$ cat src/design/dip_pkg.sv
// Purpose : Constants for the dual DAC input port and clock control block
// Assumes : Registers are 8 bits wide on a plain strobe port
// Notes   : Bit positions and reset values live here only
package dip_pkg;
  // ****************************************************************
  // Register offsets
  // ****************************************************************
  localparam logic [3:0] ADDR_STATUS_CTRL = 4'h0;
  localparam logic [3:0] ADDR_FILTER_CTRL = 4'h1;
  localparam logic [3:0] ADDR_PORT_CTRL   = 4'h2;
  localparam logic [3:0] ADDR_PIN_CTRL    = 4'h3;
  localparam logic [3:0] ADDR_PLL_CTRL    = 4'h4;
  localparam logic [3:0] ADDR_VCO_RATIO   = 4'h5;
  localparam logic [3:0] ADDR_DAC_RATIO   = 4'h6;
  // ****************************************************************
  // Field positions
  // ****************************************************************
  localparam int LOCK_BIT      = 1;
  localparam int SLEEP_BIT     = 3;
  localparam int PDOWN_BIT     = 4;
  localparam int INTERP_LSB    = 6;
  localparam int ZSTUFF_BIT    = 3;
  localparam int CLKSEL_BIT    = 0;
  localparam int ONEPORT_BIT   = 6;
  localparam int IQINV_BIT     = 1;
  localparam int PAIRQ_BIT     = 0;
  localparam int SDOSEL_BIT    = 7;
  localparam int PLLEN_BIT     = 7;
  localparam int PRESC_LSB     = 5;
  // ****************************************************************
  // Writable masks and reset values
  // ****************************************************************
  localparam logic [7:0] MASK_STATUS_CTRL = 8'h18;
  localparam logic [7:0] MASK_FILTER_CTRL = 8'hC9;
  localparam logic [7:0] MASK_PORT_CTRL   = 8'h43;
  localparam logic [7:0] MASK_PIN_CTRL    = 8'h80;
  localparam logic [7:0] MASK_PLL_CTRL    = 8'hE0;
  localparam logic [7:0] RST_CTRL         = 8'h00;
  // ****************************************************************
  // Timing
  // ****************************************************************
  localparam int LOCK_EDGES_DEFAULT = 64;
endpackage : dip_pkg

$ cat src/design/dip_port_clocking.sv
// Purpose : Input data port capture and data-rate clock generation of a dual DAC
// Assumes : mclk_i is the fast internal clock; main clock pin is sampled
// Notes   : DAC core, filters and serial port protocol sit outside this block
//
// Overview of operation
// - Oscillator ratio equals interpolation rate times prescaler ratio.
// - Zero stuffing doubles the oscillator ratio.
// - Sleep switches off DAC currents only; exit resumes at once.
// - Power-down halts capture and clocks; register port stays usable.
// - Two-port mode captures both ports on each data clock rising edge.
// - PLL control bit 7 of register 4 turns the PLL off or on.
// - PLL off: pin select bit chooses shared pin or serial data pin.
// - PLL on: select bit picks lock or data clock; pin bit picks pin.
// - One-port mode turns port 2 top bits into select input, clock out.
// - One-port mode steers each word by the channel select level.
// - Select low loads I, select high loads Q, on interleaved clock rise.
// - Interleaved clock runs at twice the per-channel rate.
// - PLL on two-port: data clock out matches the main clock frequency.
// - PLL on two-port: ports captured on main clock rising edge.
// - Two-port filter input rate equals the per-port data rate.
// - DAC rate ratio is interpolation rate, doubled by zero stuffing.
// - Lock shows on the lock pin and in bit 1 of register 0.
// - PLL off two-port: data clock is main clock divided by the DAC rate ratio.
//
// The strobed register port and the register offsets were chosen for this implementation.
`timescale 1ns/1ps
module dip_port_clocking #(
  parameter int LOCK_EDGES = dip_pkg::LOCK_EDGES_DEFAULT
) (
  // Clock and reset
  input  wire logic        mclk_i,
  input  wire logic        rst_n_i,
  // Register port
  input  wire logic [3:0]  reg_addr_i,
  input  wire logic [7:0]  reg_wdata_i,
  input  wire logic        reg_wr_i,
  input  wire logic        reg_rd_i,
  output logic      [7:0]  reg_rdata_o,
  // Pins from the source
  input  wire logic        main_clock_in_i,
  input  wire logic [15:0] port1_i,
  input  wire logic [15:0] port2_i,
  input  wire logic        serial_sdo_data_i,
  // Port 2 bit fifteen as a two-way pin
  output logic             port2_bit_fifteen_o,
  output logic             port2_bit_fifteen_oe_n_o,
  // Clock and lock pins
  output logic             data_rate_clock_out_o,
  output logic             serial_data_out_pin_o,
  // Samples towards the interpolation filters
  output logic [15:0]      i_sample_o,
  output logic [15:0]      q_sample_o,
  output logic             sample_valid_o,
  output logic             dac_out_en_o
);
  // ****************************************************************
  // Register file
  // ****************************************************************
  logic [7:0] stat_ctrl_ff, filt_ctrl_ff, port_ctrl_ff, pin_ctrl_ff, pll_ctrl_ff;
  logic       locked_ff;
  logic [7:0] vco_ratio, dac_ratio;
  logic [1:0] interp_code, presc_code;
  logic       zstuff, one_port, pll_on, sleep, pdown;

  // Control writes; reserved bits stay zero
  always_ff @(posedge mclk_i) begin
    if (!rst_n_i) begin
      stat_ctrl_ff <= dip_pkg::RST_CTRL;
      filt_ctrl_ff <= dip_pkg::RST_CTRL;
      port_ctrl_ff <= dip_pkg::RST_CTRL;
      pin_ctrl_ff  <= dip_pkg::RST_CTRL;
      pll_ctrl_ff  <= dip_pkg::RST_CTRL;
    end else if (reg_wr_i) begin
      case (reg_addr_i)
        dip_pkg::ADDR_STATUS_CTRL: stat_ctrl_ff <= reg_wdata_i & dip_pkg::MASK_STATUS_CTRL;
        dip_pkg::ADDR_FILTER_CTRL: filt_ctrl_ff <= reg_wdata_i & dip_pkg::MASK_FILTER_CTRL;
        dip_pkg::ADDR_PORT_CTRL:   port_ctrl_ff <= reg_wdata_i & dip_pkg::MASK_PORT_CTRL;
        dip_pkg::ADDR_PIN_CTRL:    pin_ctrl_ff  <= reg_wdata_i & dip_pkg::MASK_PIN_CTRL;
        dip_pkg::ADDR_PLL_CTRL:    pll_ctrl_ff  <= reg_wdata_i & dip_pkg::MASK_PLL_CTRL;
        default: ;
      endcase
    end
  end

  // Decoded modes; one-port has no 1x rate, so 1x is promoted to 2x
  assign one_port    = port_ctrl_ff[dip_pkg::ONEPORT_BIT];
  assign interp_code = (one_port && filt_ctrl_ff[dip_pkg::INTERP_LSB +: 2] == 2'd0) ?
                       2'd1 : filt_ctrl_ff[dip_pkg::INTERP_LSB +: 2];
  assign zstuff      = filt_ctrl_ff[dip_pkg::ZSTUFF_BIT];
  assign presc_code  = pll_ctrl_ff[dip_pkg::PRESC_LSB +: 2];
  assign pll_on      = pll_ctrl_ff[dip_pkg::PLLEN_BIT];
  assign sleep       = stat_ctrl_ff[dip_pkg::SLEEP_BIT];
  assign pdown       = stat_ctrl_ff[dip_pkg::PDOWN_BIT];
  // Shift counts reach 7, so the sums are widened to three bits first
  assign vco_ratio   = 8'h01 << (3'(interp_code) + 3'(presc_code) + 3'(zstuff));
  assign dac_ratio   = 8'h01 << (3'(interp_code) + 3'(zstuff));

  // Read data one cycle after the strobe, zero elsewhere
  always_ff @(posedge mclk_i) begin
    if (!rst_n_i) begin
      reg_rdata_o <= 8'h00;
    end else if (reg_rd_i) begin
      case (reg_addr_i)
        dip_pkg::ADDR_STATUS_CTRL: reg_rdata_o <= stat_ctrl_ff |
                                   (8'({locked_ff}) << dip_pkg::LOCK_BIT);
        dip_pkg::ADDR_FILTER_CTRL: reg_rdata_o <= filt_ctrl_ff;
        dip_pkg::ADDR_PORT_CTRL:   reg_rdata_o <= port_ctrl_ff;
        dip_pkg::ADDR_PIN_CTRL:    reg_rdata_o <= pin_ctrl_ff;
        dip_pkg::ADDR_PLL_CTRL:    reg_rdata_o <= pll_ctrl_ff;
        dip_pkg::ADDR_VCO_RATIO:   reg_rdata_o <= vco_ratio;
        dip_pkg::ADDR_DAC_RATIO:   reg_rdata_o <= dac_ratio;
        default:                   reg_rdata_o <= 8'h00;
      endcase
    end else begin
      reg_rdata_o <= 8'h00;
    end
  end

  // ****************************************************************
  // Pin synchronisers
  // ****************************************************************
  logic [2:0]  mclk_pin_ff;
  logic [15:0] p1_s1_ff, p1_s2_ff, p2_s1_ff, p2_s2_ff;
  logic        main_rise, main_edge;

  // Two flops before any logic; third flop only feeds edge detection
  always_ff @(posedge mclk_i) begin
    if (!rst_n_i) begin
      mclk_pin_ff <= 3'h0;
      p1_s1_ff    <= 16'h0000;
      p1_s2_ff    <= 16'h0000;
      p2_s1_ff    <= 16'h0000;
      p2_s2_ff    <= 16'h0000;
    end else begin
      mclk_pin_ff <= {mclk_pin_ff[1:0], main_clock_in_i};
      p1_s1_ff    <= port1_i;
      p1_s2_ff    <= p1_s1_ff;
      p2_s1_ff    <= port2_i;
      p2_s2_ff    <= p2_s1_ff;
    end
  end
  assign main_rise = mclk_pin_ff[1] & ~mclk_pin_ff[2];
  assign main_edge = mclk_pin_ff[1] ^ mclk_pin_ff[2];

  // ****************************************************************
  // Common generated clock
  // ****************************************************************
  logic       gclk_ff, nxt_gclk, gclk_rise;
  logic       mid_edge;
  logic [7:0] gap_cnt_ff, edge_gap_ff;
  logic [3:0] half_cnt_ff;
  logic [3:0] half_len;

  // Half period in main clock edges; one-port halves it for the 2x word rate
  assign half_len = one_port ? 4'(dac_ratio >> 1) : 4'(dac_ratio);

  // Main half period in mclk cycles; its mid-point lets the PLL one-port
  // word clock run at twice the main clock without a faster reference
  always_ff @(posedge mclk_i) begin
    if (!rst_n_i) begin
      gap_cnt_ff  <= 8'h00;
      edge_gap_ff <= 8'h00;
    end else if (main_edge) begin
      gap_cnt_ff  <= 8'h01;
      edge_gap_ff <= gap_cnt_ff;
    end else if (gap_cnt_ff != 8'hFF) begin
      gap_cnt_ff  <= gap_cnt_ff + 8'd1;
    end
  end
  assign mid_edge = !main_edge && (edge_gap_ff[7:1] != 7'h00) &&
                    (gap_cnt_ff == {1'b0, edge_gap_ff[7:1]});

  // One divider feeds every rate enable, keeping them phase aligned
  always_comb begin
    nxt_gclk = gclk_ff;
    if (pdown) begin
      nxt_gclk = 1'b0;
    end else if (pll_on && !one_port) begin
      nxt_gclk = mclk_pin_ff[1];
    end else if (pll_on) begin
      if (main_edge || mid_edge) nxt_gclk = ~gclk_ff;
    end else if (main_edge && half_cnt_ff == half_len - 4'd1) begin
      nxt_gclk = ~gclk_ff;
    end
  end
  assign gclk_rise = nxt_gclk & ~gclk_ff;

  // Edge counter of the divider; cleared on power-down or PLL path
  always_ff @(posedge mclk_i) begin
    if (!rst_n_i) begin
      gclk_ff     <= 1'b0;
      half_cnt_ff <= 4'h0;
    end else begin
      gclk_ff <= nxt_gclk;
      if (pdown || pll_on) begin
        half_cnt_ff <= 4'h0;
      end else if (main_edge) begin
        half_cnt_ff <= (half_cnt_ff >= half_len - 4'd1) ? 4'h0 : half_cnt_ff + 4'd1;
      end
    end
  end

  // ****************************************************************
  // PLL lock model
  // ****************************************************************
  logic [15:0] lock_cnt_ff;

  // Lock after a fixed count of reference edges; lost when PLL is off
  always_ff @(posedge mclk_i) begin
    if (!rst_n_i) begin
      lock_cnt_ff <= 16'h0000;
      locked_ff   <= 1'b0;
    end else if (!pll_on || pdown) begin
      lock_cnt_ff <= 16'h0000;
      locked_ff   <= 1'b0;
    end else if (main_rise && !locked_ff) begin
      lock_cnt_ff <= lock_cnt_ff + 16'd1;
      locked_ff   <= (lock_cnt_ff == 16'(LOCK_EDGES - 1));
    end
  end

  // ****************************************************************
  // Data capture and pairing
  // ****************************************************************
  logic [15:0] i_hold_ff, q_hold_ff;
  logic        sel_q;

  // Select taken from port 2 bit fourteen, optionally inverted
  assign sel_q = p2_s2_ff[14] ^ port_ctrl_ff[dip_pkg::IQINV_BIT];

  // Capture on the generated clock rising edge only
  always_ff @(posedge mclk_i) begin
    if (!rst_n_i) begin
      i_hold_ff      <= 16'h0000;
      q_hold_ff      <= 16'h0000;
      i_sample_o     <= 16'h0000;
      q_sample_o     <= 16'h0000;
      sample_valid_o <= 1'b0;
    end else begin
      sample_valid_o <= 1'b0;
      if (gclk_rise && !one_port) begin
        i_sample_o     <= p1_s2_ff;
        q_sample_o     <= p2_s2_ff;
        sample_valid_o <= 1'b1;
      end else if (gclk_rise && !sel_q) begin
        i_hold_ff <= p1_s2_ff;
        if (port_ctrl_ff[dip_pkg::PAIRQ_BIT]) begin
          i_sample_o     <= p1_s2_ff;
          q_sample_o     <= q_hold_ff;
          sample_valid_o <= 1'b1;
        end
      end else if (gclk_rise) begin
        q_hold_ff <= p1_s2_ff;
        if (!port_ctrl_ff[dip_pkg::PAIRQ_BIT]) begin
          i_sample_o     <= i_hold_ff;
          q_sample_o     <= p1_s2_ff;
          sample_valid_o <= 1'b1;
        end
      end
    end
  end

  // ****************************************************************
  // Pin drivers
  // ****************************************************************
  logic pin_src, use_sdo;

  // Lock indicator only when the PLL runs and clock output is not chosen
  assign pin_src = (pll_on && !filt_ctrl_ff[dip_pkg::CLKSEL_BIT]) ? locked_ff : gclk_ff;
  assign use_sdo = pin_ctrl_ff[dip_pkg::SDOSEL_BIT];

  // Registered pin outputs; sleep only gates DAC currents
  always_ff @(posedge mclk_i) begin
    if (!rst_n_i) begin
      data_rate_clock_out_o    <= 1'b0;
      serial_data_out_pin_o    <= 1'b0;
      port2_bit_fifteen_o      <= 1'b0;
      port2_bit_fifteen_oe_n_o <= 1'b1;
      dac_out_en_o             <= 1'b0;
    end else begin
      data_rate_clock_out_o    <= use_sdo ? 1'b0 : pin_src;
      serial_data_out_pin_o    <= use_sdo ? pin_src : serial_sdo_data_i;
      port2_bit_fifteen_o      <= one_port & gclk_ff;
      port2_bit_fifteen_oe_n_o <= ~one_port;
      dac_out_en_o             <= ~sleep & ~pdown;
    end
  end

  // ****************************************************************
  // Checks
  // ****************************************************************
  a_sleep_gates_dac: assert property (@(posedge mclk_i) disable iff (!rst_n_i)
    (sleep || pdown) |=> !dac_out_en_o) else $error("DAC on during sleep");
  a_sleep_exit_fast: assert property (@(posedge mclk_i) disable iff (!rst_n_i)
    $fell(sleep) && !pdown |=> dac_out_en_o) else $error("slow sleep exit");
  a_pdown_stops_cap: assert property (@(posedge mclk_i) disable iff (!rst_n_i)
    pdown && $past(pdown) |-> !sample_valid_o) else $error("capture in power-down");
  a_pll_clock_follow: assert property (@(posedge mclk_i) disable iff (!rst_n_i)
    pll_on && !one_port && !pdown |=> gclk_ff == $past(mclk_pin_ff[1])) else
    $error("data clock not following main clock");
  a_two_port_capture: assert property (@(posedge mclk_i) disable iff (!rst_n_i)
    gclk_rise && !one_port |=> sample_valid_o && i_sample_o == $past(p1_s2_ff) &&
    q_sample_o == $past(p2_s2_ff)) else $error("two-port capture wrong");
  a_word_to_q: assert property (@(posedge mclk_i) disable iff (!rst_n_i)
    gclk_rise && one_port && sel_q |=> q_hold_ff == $past(p1_s2_ff)) else
    $error("Q word misrouted");
  a_word_to_i: assert property (@(posedge mclk_i) disable iff (!rst_n_i)
    gclk_rise && one_port && !sel_q |=> i_hold_ff == $past(p1_s2_ff)) else
    $error("I word misrouted");
  a_vco_ratio_val: assert property (@(posedge mclk_i) disable iff (!rst_n_i)
    vco_ratio == dac_ratio << presc_code) else $error("oscillator ratio wrong");
  a_lock_on_pin: assert property (@(posedge mclk_i) disable iff (!rst_n_i)
    pll_on && !filt_ctrl_ff[dip_pkg::CLKSEL_BIT] && !use_sdo |=>
    data_rate_clock_out_o == $past(locked_ff)) else $error("lock not on pin");
  a_sdo_select: assert property (@(posedge mclk_i) disable iff (!rst_n_i)
    !pll_on && use_sdo |=> serial_data_out_pin_o == $past(gclk_ff) &&
    !data_rate_clock_out_o) else $error("clock not on serial pin");
  a_oneport_pin_dir: assert property (@(posedge mclk_i) disable iff (!rst_n_i)
    one_port |=> !port2_bit_fifteen_oe_n_o) else $error("clock pin not driven");
  c_two_port_sample: cover property (@(posedge mclk_i) disable iff (!rst_n_i)
    !one_port && sample_valid_o);
  c_one_port_pair: cover property (@(posedge mclk_i) disable iff (!rst_n_i)
    one_port && sample_valid_o);
  c_pll_locked: cover property (@(posedge mclk_i) disable iff (!rst_n_i) $rose(locked_ff));
endmodule : dip_port_clocking

$ cat config.mk
export PLATFORM = sky130hd
export DESIGN_NAME = dip_port_clocking
export DESIGN_NICKNAME = d
export VERILOG_FILES = /design/src/design/dip_pkg.sv /design/src/design/dip_port_clocking.sv
export SDC_FILE = /design/constraint.sdc
export NUM_CORES = 1
export LEC_CHECK = 0
export BUFFER_PORTS_ARGS = -buffer_cell sky130_fd_sc_hd__buf_2
export CAP_MARGIN = 10
export CORE_MARGIN = 1.5
export CORE_UTILIZATION = 40
export DETAILED_ROUTE_END_ITERATION = 10
export GPL_ROUTABILITY_DRIVEN = 0
export GPL_TIMING_DRIVEN = 0
export PLACE_DENSITY = 0.58
export SETUP_SLACK_MARGIN = 0.1
export SLEW_MARGIN = 20
export SYNTH_ARGS = -nofsm -noshare
export SYNTH_HDL_FRONTEND = slang
export SYNTH_SLANG_ARGS = --single-unit
$ cat constraint.sdc
create_clock -name mclk_i -period 6.9 [get_ports mclk_i]
set_input_delay 1.725 -clock mclk_i [delete_from_list [all_inputs] [get_ports mclk_i]]
set_output_delay 1.725 -clock mclk_i [all_outputs]
set_load 0.05 [all_outputs]
==> key figures <==
Synthesis
  – Primary FF master, synth: dfxtp_1
  – Post-Synthesis Cell Area: 0.00806 sq mm
  – Post-synth ARST share: 0%
  – Cell count after synthesis: 824
  – Synth unique cells: 59
  – Leading area contributor after synthesis: dfxtp_1
  – Top-count cell post-synth: dfxtp_1
  – Yosys warns: 0
  – EDFF count, synth: 0
  – Seq cells post-synth: slightly below 200
  – Top post-synthesis cells by area: dfxtp_1, mux2i_1, and2_1
  – Sequential share of the synthesized area: 48.4%
  – Mean post-synth cell area: 9.78 sq um
  – Top cell type's share of synthesized area: about half
  – Top cells by count, synth: dfxtp_1, nand2_1, and2_1
  – Post-Syn Nets: 885

Layout
  – Finished layout cell area: roughly 0.0095 sq mm
  – Layout cells sized above 1: 15.9%
  – Final #Nets: 997
  – Fillcell total: 1894
  – Synth-to-layout area growth: 17.4%
  – Reg area: just under 0.004 sq mm
  – Multi-input gate area: 0.00384 sq mm
  – Ant. Diodes: 0
  – Final non-filler cell total: 1214

Floorplanning
  – Cell Rows: 51
  – Starting Density: 41.2%
  – Die Y: between 100 and 150 microns
  – Area of the core: between 0.015 and 0.02 sq mm
  – Io pins: 96
  – Die ar.: 0.0210 sq mm
  – Die X: 145 microns

Clock network
  – Reg clk slew, reported paths: 80 ps
  – Clock Tree Buf Depth: 2
  – CTS Buf Count: 17
  – Post-CTS Setup Bufs: 0
  – Clock sink count: 195
  – Post-cts resize count: 0
  – # H-tree levels: 4
  – Hold buffers post-CTS: 0
  – CTS tree: done
  – Clk_lat worst skew: 440 ps
  – Root Driver: clkbuf_16

Place
  – Post-placement cell count: 1182
  – Area post-placement: 0.00886 sq mm
  – Port Buffers: 93
  – Placed wire-length estimate: 13600 microns

Detailed routing
  – WL/cell: 14.8 microns
  – Antenna Nets Post-Route: 0
  – Vias: 5881
  – 1st-pass router iterations: 5
  – Total Routed Length: 18000 microns
  – # DRC: 0
  – Via density: 4.84
  – Starting DRT DRC Count: 242

Global route
  – Initial antenna violation count: 0
  – Total gr overflow: 0
  – Vias in the first global route: 5488
  – Largest net degree at the start of global routing: 22
  – Global-route wire length before repair: between 20000 and 30000 microns
  – GR Util All Layers: between 10% and 20%

STA
  – Setup Viol. Count Final: 0
  – Clock skew: around 14 ps
  – Final hold slack: around 430 ps
  – Period Utilization, post-route: 67.1%
  – Final hold viol count: 0
  – Post-layout min period: 4630 ps
  – F_max: about 220 MHz
  – Worst slew pin tran: 697 ps
  – Setup TNS Final: 0 ps
  – Max-slew violations: 0
  – RSZ-0062 raised after global routing: false
  – Worst rel slew slack: 53.6%

Power
  – P_leak: between 3 and 4 nW
  – Cell Pwr Density: 255 mW/mm^2
  – Final Power: approximately 2.4 mW
  – Peak VDD IR: 0.131 mV

Critical path
  – Data required, critical path: 7290 ps
  – Critical path class: reg -> reg
  – Setup crit end kind: flop
  – Setup crit start kind: flop
  – WP data arrival: 5020 ps
  – Largest fanout on the critical path: 10

Job
  – Max Cap Viol: 0

Hold path
  – HP Class: reg -> reg

Status
  – Status: completed
==> cell type report <==
class	instances	share of cell area [%]
Timing Repair Buffer	93	4.92
Inverter	12	0.476
Tap cell	265	3.50
Multi-Input combinational cell	561	40.6
Buffer	56	2.88
Clock inverter	15	1.90
Sequential cell	195	41.2
Clock buffer	17	4.49
==> worst max-delay path: stages (launching register included) <==
cell       delay, ps
dfxtp_1          310
clkbuf_1         420
clkbuf_1         490
clkbuf_1         570
a21o_1           230
ha_1             250
nand2b_1         230
or3_1            340
o21ai_0           80
ha_1             270
nand4_1          150
a2bb2oi_1        260
o31a_2           280
o21a_1           310
buf_4            240
o22a_1           150
==> path summary, 6_finish.rpt <==
path,to,slack [ps],from,depth (start not counted)
worst max-delay path,q_sample_o[6],2270,port_ctrl_ff[6],15
worst min-delay path,p1_s2_ff[11],430,p1_s1_ff[11],1
worst max register to register,q_sample_o[6],2270,port_ctrl_ff[6],15
worst min register to register,p1_s2_ff[11],430,p1_s1_ff[11],1
==> metrics by stage <==
| step | setup slack (ps) | utilization (%) |
|---|---|---|
| after global placement | 2250 | 45.2 |
| after floorplan | 3390 | - |
| after global routing | 1870 | 48.3 |
| final | 2270 | 48.3 |
| after CTS | 2200 | 48.3 |
| after detailed placement | 2230 | 45.2 |
==> where the power goes <==
group / switching, mW / internal, mW / total (mW)
Clock: 0.494 / 0.493 / 0.987
Combinational: 0.156 / 0.0798 / 0.236
Sequential: 0.0231 / 1.16 / 1.19
==> state kept, by name (all words and copies together), names as in the netlist, 16 cells and up <==
signal	flops
i_hold_ff	16
i_sample_o	16
lock_cnt_ff	16
p1_s1_ff	16
p1_s2_ff	16
p2_s1_ff	16
p2_s2_ff	16
q_hold_ff	16
q_sample_o	16
==> logic make-up after synthesis <==
| logic type | count (synthesis) | share of synthesized area [%] |
|---|---|---|
| buf+inv | 68 | 3.94 |
| mux | 67 | 8.40 |
| fa+ha+maj | 11 | 1.89 |
| compound gates | 120 | 11.6 |
| flops | 195 | 48.4 |
| xor+xnor | 33 | 3.77 |
| simple gates | 330 | 22.0 |
==> placed cells by master, fill, tap and decap left out, types with 11 or more instances in the layout <==
cell type and n:
a21boi_0 25, and2_1 69, and3_1 11, buf_2 95
clkbuf_1 43, clkbuf_16 17, dfxtp_1 195, inv_1 12
mux2i_1 62, nand2_1 83, nand2b_1 20, nand3_1 31
nand4_1 18, nor2_1 40, nor2b_1 26, o211a_1 12
o21ai_0 12, o22a_1 15, xnor2_1 13, xor2_1 18
==> layer usage <==
layer  GRT usage [%]  share of wire [%]
met1            26.3                 53
met3            3.24                3.5
met2            25.8                 43
met5               0                  0
met4            5.10                1.1
Note: power is estimated with default switching activity, not from simulation.
